--- src/logic/tfc_pkg.sv ---
// Constants and types for the timer flip-flop control and event status block
package tfc_pkg;

    // Register byte addresses
    localparam logic [31:0] TFC_STAT_OFS  = 32'hfffff144;
    localparam logic [31:0] TFC_CTRL_OFS  = 32'hfffff148;
    localparam logic [31:0] TFC_MASK_OFS  = 32'hfffff14c;

    // Control register field positions
    localparam int          TFC_CMD_LSB   = 0;
    localparam int          TFC_EN_LSB    = 2;
    localparam int          TFC_FIX_LSB   = 6;

    // Values after reset
    localparam logic [3:0]  TFC_EN_RST    = 4'h0;
    localparam logic [2:0]  TFC_STAT_RST  = 3'h0;
    localparam logic [2:0]  TFC_MASK_RST  = 3'h0;
    localparam logic        TFC_TFF_RST   = 1'b0;

    // Bits that always read back as ones
    localparam logic [1:0]  TFC_FIXED_ONES = 2'h3;

    // AXI responses
    localparam logic [1:0]  TFC_RESP_OKAY   = 2'h0;
    localparam logic [1:0]  TFC_RESP_SLVERR = 2'h2;

    // Output flip-flop commands
    typedef enum logic [1:0] {
        TFC_CMD_TOGGLE = 2'h0,
        TFC_CMD_SET    = 2'h1,
        TFC_CMD_CLEAR  = 2'h2,
        TFC_CMD_KEEP   = 2'h3
    } tfc_cmd_t;

    // Timer events, one-cycle pulses from the counter core
    typedef struct packed {
        logic capture1;
        logic capture0;
        logic match1;
        logic match0;
        logic overflow;
    } tfc_evt_t;

    // Toggle enables, in control register order bit 5 down to bit 2
    typedef struct packed {
        logic cap1;
        logic cap0;
        logic match1;
        logic match0;
    } tfc_en_t;

endpackage

--- src/logic/tfc_top.sv ---
// Timer flip-flop control and event status registers with an AXI4-Lite slave
// How it works
// - Control bits 1:0 command the output flip-flop (00 toggle, 01 set, 10 clear, 11 keep) and read as 11.
// - With its enable set, a match against compare register one toggles the output flip-flop.
// - With its enable set, a match against compare register zero toggles the output flip-flop.
// - Enables at bits 5 and 4 gate toggling by their own events, and all four enables reset to 0.
// - Status bit 0 is set by a match against compare register zero and reads 0 otherwise.
// - Status bit 1 is set by a match against compare register one and reads 0 otherwise.
// - Status bit 2 is set by an up-counter overflow; status is read-only and resets to 0.
//
// Chosen here: the AXI4-Lite slave port.
`timescale 1ns/10ps
module tfc_top
    import tfc_pkg::*;
(
    // Clock and reset
    input  wire logic        CLK_I,
    input  wire logic        RSTN_I,
    // Timer events
    input  wire tfc_evt_t    EVT_I,
    // Timer output and interrupt
    output logic             TFF_O,
    output logic             IRQ_O,
    // AXI4-Lite write address
    input  wire logic        S_AXI_AWVALID_I,
    output logic             S_AXI_AWREADY_O,
    input  wire logic [31:0] S_AXI_AWADDR_I,
    input  wire logic [2:0]  S_AXI_AWPROT_I,
    // AXI4-Lite write data
    input  wire logic        S_AXI_WVALID_I,
    output logic             S_AXI_WREADY_O,
    input  wire logic [31:0] S_AXI_WDATA_I,
    input  wire logic [3:0]  S_AXI_WSTRB_I,
    // AXI4-Lite write response
    output logic             S_AXI_BVALID_O,
    input  wire logic        S_AXI_BREADY_I,
    output logic [1:0]       S_AXI_BRESP_O,
    // AXI4-Lite read address
    input  wire logic        S_AXI_ARVALID_I,
    output logic             S_AXI_ARREADY_O,
    input  wire logic [31:0] S_AXI_ARADDR_I,
    input  wire logic [2:0]  S_AXI_ARPROT_I,
    // AXI4-Lite read data
    output logic             S_AXI_RVALID_O,
    input  wire logic        S_AXI_RREADY_I,
    output logic [31:0]      S_AXI_RDATA_O,
    output logic [1:0]       S_AXI_RRESP_O
);

    logic             aw_v_r;
    logic [31:0]      aw_addr_r;
    logic             w_v_r;
    logic [7:0]       w_data_r;
    logic             w_lane_r;
    logic             bvalid_r;
    logic [1:0]       bresp_r;
    logic             rvalid_r;
    logic [31:0]      rdata_r;
    logic [1:0]       rresp_r;
    tfc_en_t          en_r;
    logic [2:0]       stat_r;
    logic [2:0]       mask_r;
    logic             tff_r;

    // Handshakes and decode
    wire              aw_take     = S_AXI_AWVALID_I && S_AXI_AWREADY_O;
    wire              w_take      = S_AXI_WVALID_I && S_AXI_WREADY_O;
    wire              ar_take     = S_AXI_ARVALID_I && S_AXI_ARREADY_O;
    wire              wr_go       = aw_v_r && w_v_r && !bvalid_r;
    wire              wa_ctrl     = aw_addr_r[31:2] == TFC_CTRL_OFS[31:2];
    wire              wa_mask     = aw_addr_r[31:2] == TFC_MASK_OFS[31:2];
    wire              wa_stat     = aw_addr_r[31:2] == TFC_STAT_OFS[31:2];
    wire              wa_ok       = wa_ctrl || wa_mask || wa_stat;
    wire              ctrl_wr     = wr_go && wa_ctrl && w_lane_r;
    wire              mask_wr     = wr_go && wa_mask && w_lane_r;
    wire              ra_ctrl     = S_AXI_ARADDR_I[31:2] == TFC_CTRL_OFS[31:2];
    wire              ra_mask     = S_AXI_ARADDR_I[31:2] == TFC_MASK_OFS[31:2];
    wire              ra_stat     = S_AXI_ARADDR_I[31:2] == TFC_STAT_OFS[31:2];
    wire              ra_ok       = ra_ctrl || ra_mask || ra_stat;
    wire              stat_rd     = ar_take && ra_stat;
    wire tfc_cmd_t    cmd         = tfc_cmd_t'(w_data_r[TFC_CMD_LSB +: 2]);
    wire tfc_en_t     en_wdata    = tfc_en_t'(w_data_r[TFC_EN_LSB +: 4]);

    // Read-back images
    wire [7:0]        ctrl_rd_img = {TFC_FIXED_ONES, en_r, TFC_FIXED_ONES};
    wire [31:0]       rd_mux      = ra_ctrl ? {24'h0, ctrl_rd_img}
                                  : ra_mask ? {29'h0, mask_r}
                                  : ra_stat ? {29'h0, stat_r}
                                  : 32'h0;

    // Enabled events that toggle the output flip-flop
    wire              tog_m0      = EVT_I.match0 && en_r.match0;
    wire              tog_m1      = EVT_I.match1 && en_r.match1;
    wire              tog_c0      = EVT_I.capture0 && en_r.cap0;
    wire              tog_c1      = EVT_I.capture1 && en_r.cap1;
    wire              tog_evt     = tog_m0 ^ tog_m1 ^ tog_c0 ^ tog_c1;

    // Toggle, set and clear commands override events in the same cycle; keep lets events toggle
    logic             tff_nxt;
    always_comb
    begin
        tff_nxt = tff_r ^ tog_evt;
        if (ctrl_wr)
        begin
            unique case (cmd)
                TFC_CMD_TOGGLE: tff_nxt = !tff_r;
                TFC_CMD_SET:    tff_nxt = 1'b1;
                TFC_CMD_CLEAR:  tff_nxt = 1'b0;
                TFC_CMD_KEEP:   tff_nxt = tff_r ^ tog_evt;
            endcase
        end
    end

    // Sticky status: a set in the clearing read cycle survives
    wire [2:0]        stat_set    = {EVT_I.overflow,
                                     EVT_I.match1,
                                     EVT_I.match0};
    wire [2:0]        stat_nxt    = (stat_r & ~{3{stat_rd}}) | stat_set;

    // Write channel
    always_ff @(posedge CLK_I)
    begin
        if (!RSTN_I)
        begin
            aw_v_r    <= 1'b0;
            aw_addr_r <= 32'h0;
            w_v_r     <= 1'b0;
            w_data_r  <= 8'h0;
            w_lane_r  <= 1'b0;
            bvalid_r  <= 1'b0;
            bresp_r   <= TFC_RESP_OKAY;
        end
        else
        begin
            if (aw_take)
            begin
                aw_v_r    <= 1'b1;
                aw_addr_r <= S_AXI_AWADDR_I;
            end
            if (w_take)
            begin
                w_v_r    <= 1'b1;
                w_data_r <= S_AXI_WDATA_I[7:0];
                w_lane_r <= S_AXI_WSTRB_I[0];
            end
            if (wr_go)
            begin
                aw_v_r   <= 1'b0;
                w_v_r    <= 1'b0;
                bvalid_r <= 1'b1;
                bresp_r  <= wa_ok ? TFC_RESP_OKAY : TFC_RESP_SLVERR;
            end
            else if (bvalid_r && S_AXI_BREADY_I)
            begin
                bvalid_r <= 1'b0;
            end
        end
    end

    // Read channel
    always_ff @(posedge CLK_I)
    begin
        if (!RSTN_I)
        begin
            rvalid_r <= 1'b0;
            rdata_r  <= 32'h0;
            rresp_r  <= TFC_RESP_OKAY;
        end
        else if (ar_take)
        begin
            rvalid_r <= 1'b1;
            rdata_r  <= rd_mux;
            rresp_r  <= ra_ok ? TFC_RESP_OKAY : TFC_RESP_SLVERR;
        end
        else if (rvalid_r && S_AXI_RREADY_I)
        begin
            rvalid_r <= 1'b0;
        end
    end

    // Control, mask, status and output flip-flop
    always_ff @(posedge CLK_I)
    begin
        if (!RSTN_I)
        begin
            en_r   <= tfc_en_t'(TFC_EN_RST);
            mask_r <= TFC_MASK_RST;
            stat_r <= TFC_STAT_RST;
            tff_r  <= TFC_TFF_RST;
        end
        else
        begin
            if (ctrl_wr)
            begin
                en_r <= en_wdata;
            end
            if (mask_wr)
            begin
                mask_r <= w_data_r[2:0];
            end
            stat_r <= stat_nxt;
            tff_r  <= tff_nxt;
        end
    end

    assign S_AXI_AWREADY_O = !aw_v_r && !bvalid_r;
    assign S_AXI_WREADY_O  = !w_v_r && !bvalid_r;
    assign S_AXI_BVALID_O  = bvalid_r;
    assign S_AXI_BRESP_O   = bresp_r;
    assign S_AXI_ARREADY_O = !rvalid_r;
    assign S_AXI_RVALID_O  = rvalid_r;
    assign S_AXI_RDATA_O   = rdata_r;
    assign S_AXI_RRESP_O   = rresp_r;
    assign TFF_O           = tff_r;
    assign IRQ_O           = |(stat_r & mask_r);
endmodule

--- config.mk ---
export PLATFORM = sky130hd
export DESIGN_NAME = tfc_top
export DESIGN_NICKNAME = d
export VERILOG_FILES = /design/src/logic/tfc_pkg.sv /design/src/logic/tfc_top.sv
export SDC_FILE = /design/constraint.sdc
export NUM_CORES = 1
export LEC_CHECK = 0
export ABC_AREA = 0
export BUFFER_PORTS_ARGS = -buffer_cell sky130_fd_sc_hd__buf_2
export CAP_MARGIN = 10
export CORE_MARGIN = 2
export CORE_UTILIZATION = 47
export CTS_BUF_LIST = sky130_fd_sc_hd__clkbuf_16
export DETAILED_ROUTE_END_ITERATION = 6
export GPL_TIMING_DRIVEN = 0
export PLACE_DENSITY = 0.86
export SYNTH_ARGS = -nofsm -noshare
export SYNTH_HDL_FRONTEND = slang
export SYNTH_SLANG_ARGS = --single-unit
--- constraint.sdc ---
create_clock -name CLK_I -period 4.3 [get_ports CLK_I]
set_clock_uncertainty 0.1 [all_clocks]
set_input_delay 0.86 -clock CLK_I [delete_from_list [all_inputs] [get_ports CLK_I]]
set_output_delay 0.86 -clock CLK_I [all_outputs]
set_load 0.01 [all_outputs]
==> results of run 1 <==
## final timing paths
check,to,slack (ps),depth (start not counted)
setup / recovery,S_AXI_RDATA_O[3]$_SDFFE_PN0P_,2030,7
hold reg to reg,aw_addr_r[6]$_SDFFE_PN0P_,350,2
setup reg to reg,ctrl_rd_img[5]$_SDFFE_PN0P_,2270,5
hold / removal,aw_addr_r[6]$_SDFFE_PN0P_,350,2
## cells by family after synthesis
family          share of synthesized area [%]
mux                                      5.98
compound gates                           11.6
other cells                             0.139
flops                                    45.2
xor+xnor                                 1.48
simple gates                             24.8
buf+inv                                  10.8
## power groups by stage
| stage | clock network (mW) | registers, mW | logic, mW |
|---|---|---|---|
| after floorplan | 0 | 0.626 | 0.110 |
| after global placement | 0 | 0.628 | 0.171 |
| after detailed placement | 0 | 0.630 | 0.174 |
| after CTS | 0.807 | 0.619 | 0.175 |
| after global routing | 0.832 | 0.622 | 0.196 |
| final | 0.799 | 0.619 | 0.175 |
## flip-flops by register name, summed over array words and instances (netlist names), 3 cells and up
register / cells
stat_r: 3
ctrl_rd_img: 4
w_data_r: 6
aw_addr_r: 30
S_AXI_RDATA_O: 7
mask_r: 3
## area by class of cell
class / instances / area share (%)
multi-input combinational: 238 / 34.8
sequential: 61 / 33.2
timing repair buffer: 93 / 12.6
buffer: 43 / 7.17
clock buffer: 9 / 6.12
clock inverter: 7 / 2.89
tap: 72 / 2.45
inverter: 7 / 0.714
## layout by cell type, fill, tap and decap left out, types with 2 or more instances in the layout
master / instances
nand2b_1: 3
o21ai_0: 4
nor2b_1: 3
nor2_1: 27
nand4b_1: 3
buf_2: 94
a21oi_1: 38
a31oi_1: 6
and2_1: 2
mux2i_1: 15
nand4_1: 11
o21a_1: 3
clkbuf_1: 15
nand2_1: 71
clkbuf_16: 9
conb_1: 26
nand3_1: 4
buf_4: 27
nor4bb_1: 2
and4b_1: 2
nor4_2: 2
bufinv_16: 3
dfxtp_1: 61
inv_1: 8
## metal layers
metal | wire [um] | vias up
li1 | - | 1310
met1 | 2690 | 1138
met2 | 3390 | 116
met3 | 641 | 10
met4 | 98 | 0
met5 | 0 | -
## worst max-delay path: cells and delay by family
kind | cells | cell delay (ps)
compound gates | 1 | 170
simple gates | 4 | 1000
buf+inv | 2 | 390
==> out/results.txt, run 1 <==
Post-cts sizing count = 0
Post-synthesis cell area = 0.00270 sq mm
P_int = 1.24 mW
CP Launch Type = input port
Initial drt markers = 97
Hold crit path type = flop to flop
Final Critical Period = 2270 ps
Initial Util = 48.7%
Psw = 357 uW
Area share of the largest cell type after synthesis = 45.2%
Pwr Total = 1.59 mW
Worst Setup End Kind = flop
Slew @ Worst Pin = 575 ps
DIE WIDTH = 79.8 um
# Post-CTS Setup Buffers = 0
Seq pwr share = 38.9%
Final Hold Vio Count = 0
Cell variety after synth = 39
CTS tree = built
Core Region = 0.00554 sq mm
Met1 usage = 25.0%
CTS max path bufs = 2
First-pass GRT wire length = 10600 um
Clk_lat worst skew = 320 ps
PortBufs = 93
Clk pwr share = 50.2%
Vias in the first global route = 2366
Die Height = 79.8 um
Post-synth EDFFs = 0
Clock Pin Slew Worst Setup and Hold Paths = 50 ps
Vias per cell = 4.86
Synth Register Bits = 61
Fin. max-slew vios = 0
Ratio of final minimum period to clock period = 52.8%
DIE AREA = 0.00637 sq mm
Syn Area/Cell = 8.33 sq um
Antenna-violating nets left = 0
Fmax = 0.441 GHz
Met2 Usage GRT = 39.0%
Top Usage Layer GRT = met2
Commonest cells in the synthesized netlist = nand2_1 (71), dfxtp_1 (61), a21oi_1 (38), buf_4 (27), nor2_1 (27)
Crit path DAT = 2420 ps
Cell accounting for the most synthesized area = dfxtp_1
Place WS = 1740 ps
Worst slew margin = 61.7%
Logic gate share of total power = 11.0%
Clock Sinks = 61
Largest cells by area after synthesis = dfxtp_1 (45%), nand2_1 (9.9%), buf_4 (7.5%)
H-tree levels = 3
Cts bufs inserted = 9
Area of the multi-input gates = 0.00128 sq mm
Sequential element share of the synthesized area = 45.2%
FF+latch area = 0.00122 sq mm
Overflow after GRT = 0
Hold slack = 350 ps
Critical-path top delay cell = nor4_2
Final HPWL DP = 5080 um
Router iterations before antenna repair = 5
Post-Route Setup TNS = 0 ps
Area grow syn2layout = 36.3%
WL/cell = 12.9 um
Final setup violating endpoints = 0
# placed instances = 514
Worst VDD drop = 0.000231 V
GR Util met3 = 7.47%
Final instance area = 0.00368 sq mm
DRT Wirelength = 6820 um
Post-Synthesis Cells = 324
Final core utilization = 66.4%
Ports = 161
Max Cap Viol = 0
Share of cells above drive strength 1 = 30.6%
Post-synth ARST share = 0%
Rows = 27
Outcome = completed
Initial antenna violation count = 0
Critical path type = input port to flop
CP max stage delay = 460 ps
Hold Buf Count CTS = 0
RSZ-0062 raised after global routing = no
Hold wc startpoint = aw_addr_r[6]$_SDFFE_PN0P_
Power Dens Cells = 433 mW/mm^2
Via count = 2574
Worst EP required = 4450 ps
CP max FO = 10
Largest net degree at the start of global routing = 11
Total GRT Usage = 22.1%
DRC = 0
Top-count cell post-synth = nand2_1
Leakage power = 1.79 nW
Fin cells = 530
Worst-path cell chain = buf_2, nor4bb_1, nand4_1, nor4_2, buf_2, nand4_1, a21oi_1
Ys Warns = 0
Dpl cell area = 0.00335 sq mm
Clock tree root buffer cell = clkbuf_16
Nets = 571
Final GP Congestion = 0.874
Worst Setup SP = S_AXI_ARADDR_I[11]
Switching share of power = 22.4%
RR Startpoint = aw_addr_r[7]$_SDFFE_PN0P_
Ant diodes = 0
Setup ws final = 2030 ps
Fill cell count = 496
Main synth FF type = dfxtp_1
No activity file was read; power rests on OpenSTA's default activity.
==> run 2: changes to the inputs <==
--- a/config.mk
+++ b/config.mk
@@ -9,11 +9,11 @@
 export BUFFER_PORTS_ARGS = -buffer_cell sky130_fd_sc_hd__buf_2
 export CAP_MARGIN = 10
 export CORE_MARGIN = 2
-export CORE_UTILIZATION = 47
+export CORE_UTILIZATION = 39
 export CTS_BUF_LIST = sky130_fd_sc_hd__clkbuf_16
 export DETAILED_ROUTE_END_ITERATION = 6
 export GPL_TIMING_DRIVEN = 0
-export PLACE_DENSITY = 0.86
+export PLACE_DENSITY = 0.76
 export SYNTH_ARGS = -nofsm -noshare
 export SYNTH_HDL_FRONTEND = slang
 export SYNTH_SLANG_ARGS = --single-unit
==> constraint.sdc (replaced) <==
create_clock -name CLK_I -period 2 [get_ports CLK_I]
set_clock_uncertainty 0.1 [all_clocks]
set_input_delay 0.4 -clock CLK_I [delete_from_list [all_inputs] [get_ports CLK_I]]
set_output_delay 0.4 -clock CLK_I [all_outputs]
set_load 0.01 [all_outputs]
==> run 2 against run 1 <==
Against the previous run:
- design area rose by 0.51%
- register-to-register slack got worse by 2200 ps
- worst setup slack got worse by 2000 ps
- core utilization fell by 12 points
- first-iteration DRC count fell by 12%
- total power rose by 110%
==> out/results.txt, run 2 (same netlist as run 1, synthesis figures left out) <==
Vias in the first global route = 2443
Max Cap Viol = 0
Family with the most delay on the worst path = simple AND/OR/NAND/NOR gates
CTS tree = built
Critical path type = flop to flop
Commonest non-fill, non-tap cell in the layout = buf_2
Most frequent cells in the layout = buf_2 (94), nand2_1 (71), dfxtp_1 (59), a21oi_1 (38), buf_4 (29)
Area grow syn2layout = 37.0%
Final Hold Vio Count = 0
CP Buf/Inv Count = 0
Ratio of final minimum period to clock period = 96.4%
DIE AREA = 0.00760 sq mm
CTS max path bufs = 2
Final Critical Period = 1930 ps
Die Height = 87.2 um
Critical-path top delay cell = or4bb_4
H-tree levels = 3
Rows = 30
Hold wc startpoint = S_AXI_RREADY_I
Clock Sinks = 61
Worst slew margin = 63.4%
Largest net degree at the start of global routing = 11
Router iterations before antenna repair = 4
Clk_lat worst skew = 330 ps
Nets = 573
Crit path DAT = 2030 ps
Fmax = 0.519 GHz
RSZ-0062 raised after global routing = yes
Worst VDD drop = 0.000500 V
Antenna-violating nets left = 0
Worst Setup SP = aw_addr_r[7]$_SDFFE_PN0P_
Overflow after GRT = 0
Clock Pin Slew Worst Setup and Hold Paths = 50 ps
Final core utilization = 54.8%
Final HPWL DP = 5240 um
Vias per cell = 4.75
Clock tree root buffer cell = clkbuf_16
CP Launch Type = flop
Via count = 2563
Worst EP required = 2100 ps
Initial drt markers = 85
Hold crit path type = input port to flop
Ant diodes = 0
Worst-path cell chain = or4bb_4, nor3_4, nand4_1, mux2i_1, nor2_1
# placed instances = 522
Leakage power = 1.79 nW
Fin. max-slew vios = 0
DRT Wirelength = 6770 um
First-pass GRT wire length = 10700 um
DIE WIDTH = 87.2 um
Final GP Congestion = 0.848
Ports = 161
Initial Util = 40.0%
Most flops, register = aw_addr_r
Final setup violating endpoints = 0
CP max stage delay = 540 ps
DRC = 0
RR Startpoint = aw_addr_r[7]$_SDFFE_PN0P_
Total GRT Usage = 18.4%
Max FFs per register = 30
CP max FO = 4
Fin cells = 540
Core Region = 0.00676 sq mm
PortBufs = 93
Worst Setup End Kind = flop
Power Dens Cells = 889 mW/mm^2
Initial antenna violation count = 0
Slew @ Worst Pin = 549 ps
Share of cells above drive strength 1 = 31.5%
Outcome = completed
Cts bufs inserted = 9
WL/cell = 12.5 um
==> run 2: cell types whose count changed in the layout (fill, tap and decap cells not counted), sizes merged <==
cell / previous run / this run
bufinv: 3 / 2
buf: 121 / 123
inv: 9 / 7
clkinv: 2 / 5
==> run 2: metrics by stage <==
stage / power, mW / setup slack, ps / area (sq um) / hold WS (ps) / TNS, ps
after floorplan: 1.58 / 196 / 2790 / 331 / 0
after global placement: 1.72 / -84.9 / 3360 / 340 / -404
after detailed placement: 1.73 / -104 / 3360 / 345 / -613
after CTS: 3.31 / 23.0 / 3660 / 158 / 0
after global routing: 3.43 / -23.2 / 3700 / 158 / -47.3
final: 3.29 / 71.5 / 3700 / 163 / 0
==> run 2: final timing paths <==
check / endpoint / slack (ps) / depth (start not counted)
worst max register to register: mask_r[0]$_SDFFE_PN0P_ / 70 / 5
worst min register to register: aw_addr_r[16]$_SDFFE_PN0P_ / 350 / 2
worst max-delay path: mask_r[0]$_SDFFE_PN0P_ / 70 / 5
worst min-delay path: S_AXI_RVALID_O$_SDFFE_PN0P_ / 160 / 2
==> run 2: timing repair <==
| action | 4_1_cts | 5_1_grt |
|---|---|---|
| setup endpoints to repair | 0 | 7 |
| hold buffers | 0 | 0 |
| buffers inserted | 0 | 2 |
| gates resized for setup | 0 | 5 |
==> run 2: where the power goes <==
part | internal, mW | leakage, nW | total, mW | switching, mW
logic | 0.175 | 1.14 | 0.379 | 0.204
clock network | 1.07 | 0.149 | 1.58 | 0.512
registers | 1.29 | 0.501 | 1.33 | 0.0417
==> run 2: layout make-up <==
type	instances	area (sq um)
plain buffers	43	264
clock buffers	9	225
clock inverters	7	80.1
fillers	620	3060
inverters	7	26.3
multi-input cells	238	1300
flip-flops and latches	61	1220
well taps	80	100
repair buffers	95	480
==> run 2: layer usage <==
metal / vias up / share of wire [%] / global-route usage [%] / routed length [um]
met3: 11 / 6.1 / 3.70 / 410
met1: 1147 / 41 / 20.5 / 2790
met2: 88 / 51 / 33.0 / 3430
met5: - / 0 / 0 / 0
met4: 0 / 2.1 / 9.37 / 139
li1: 1317 / - / - / -
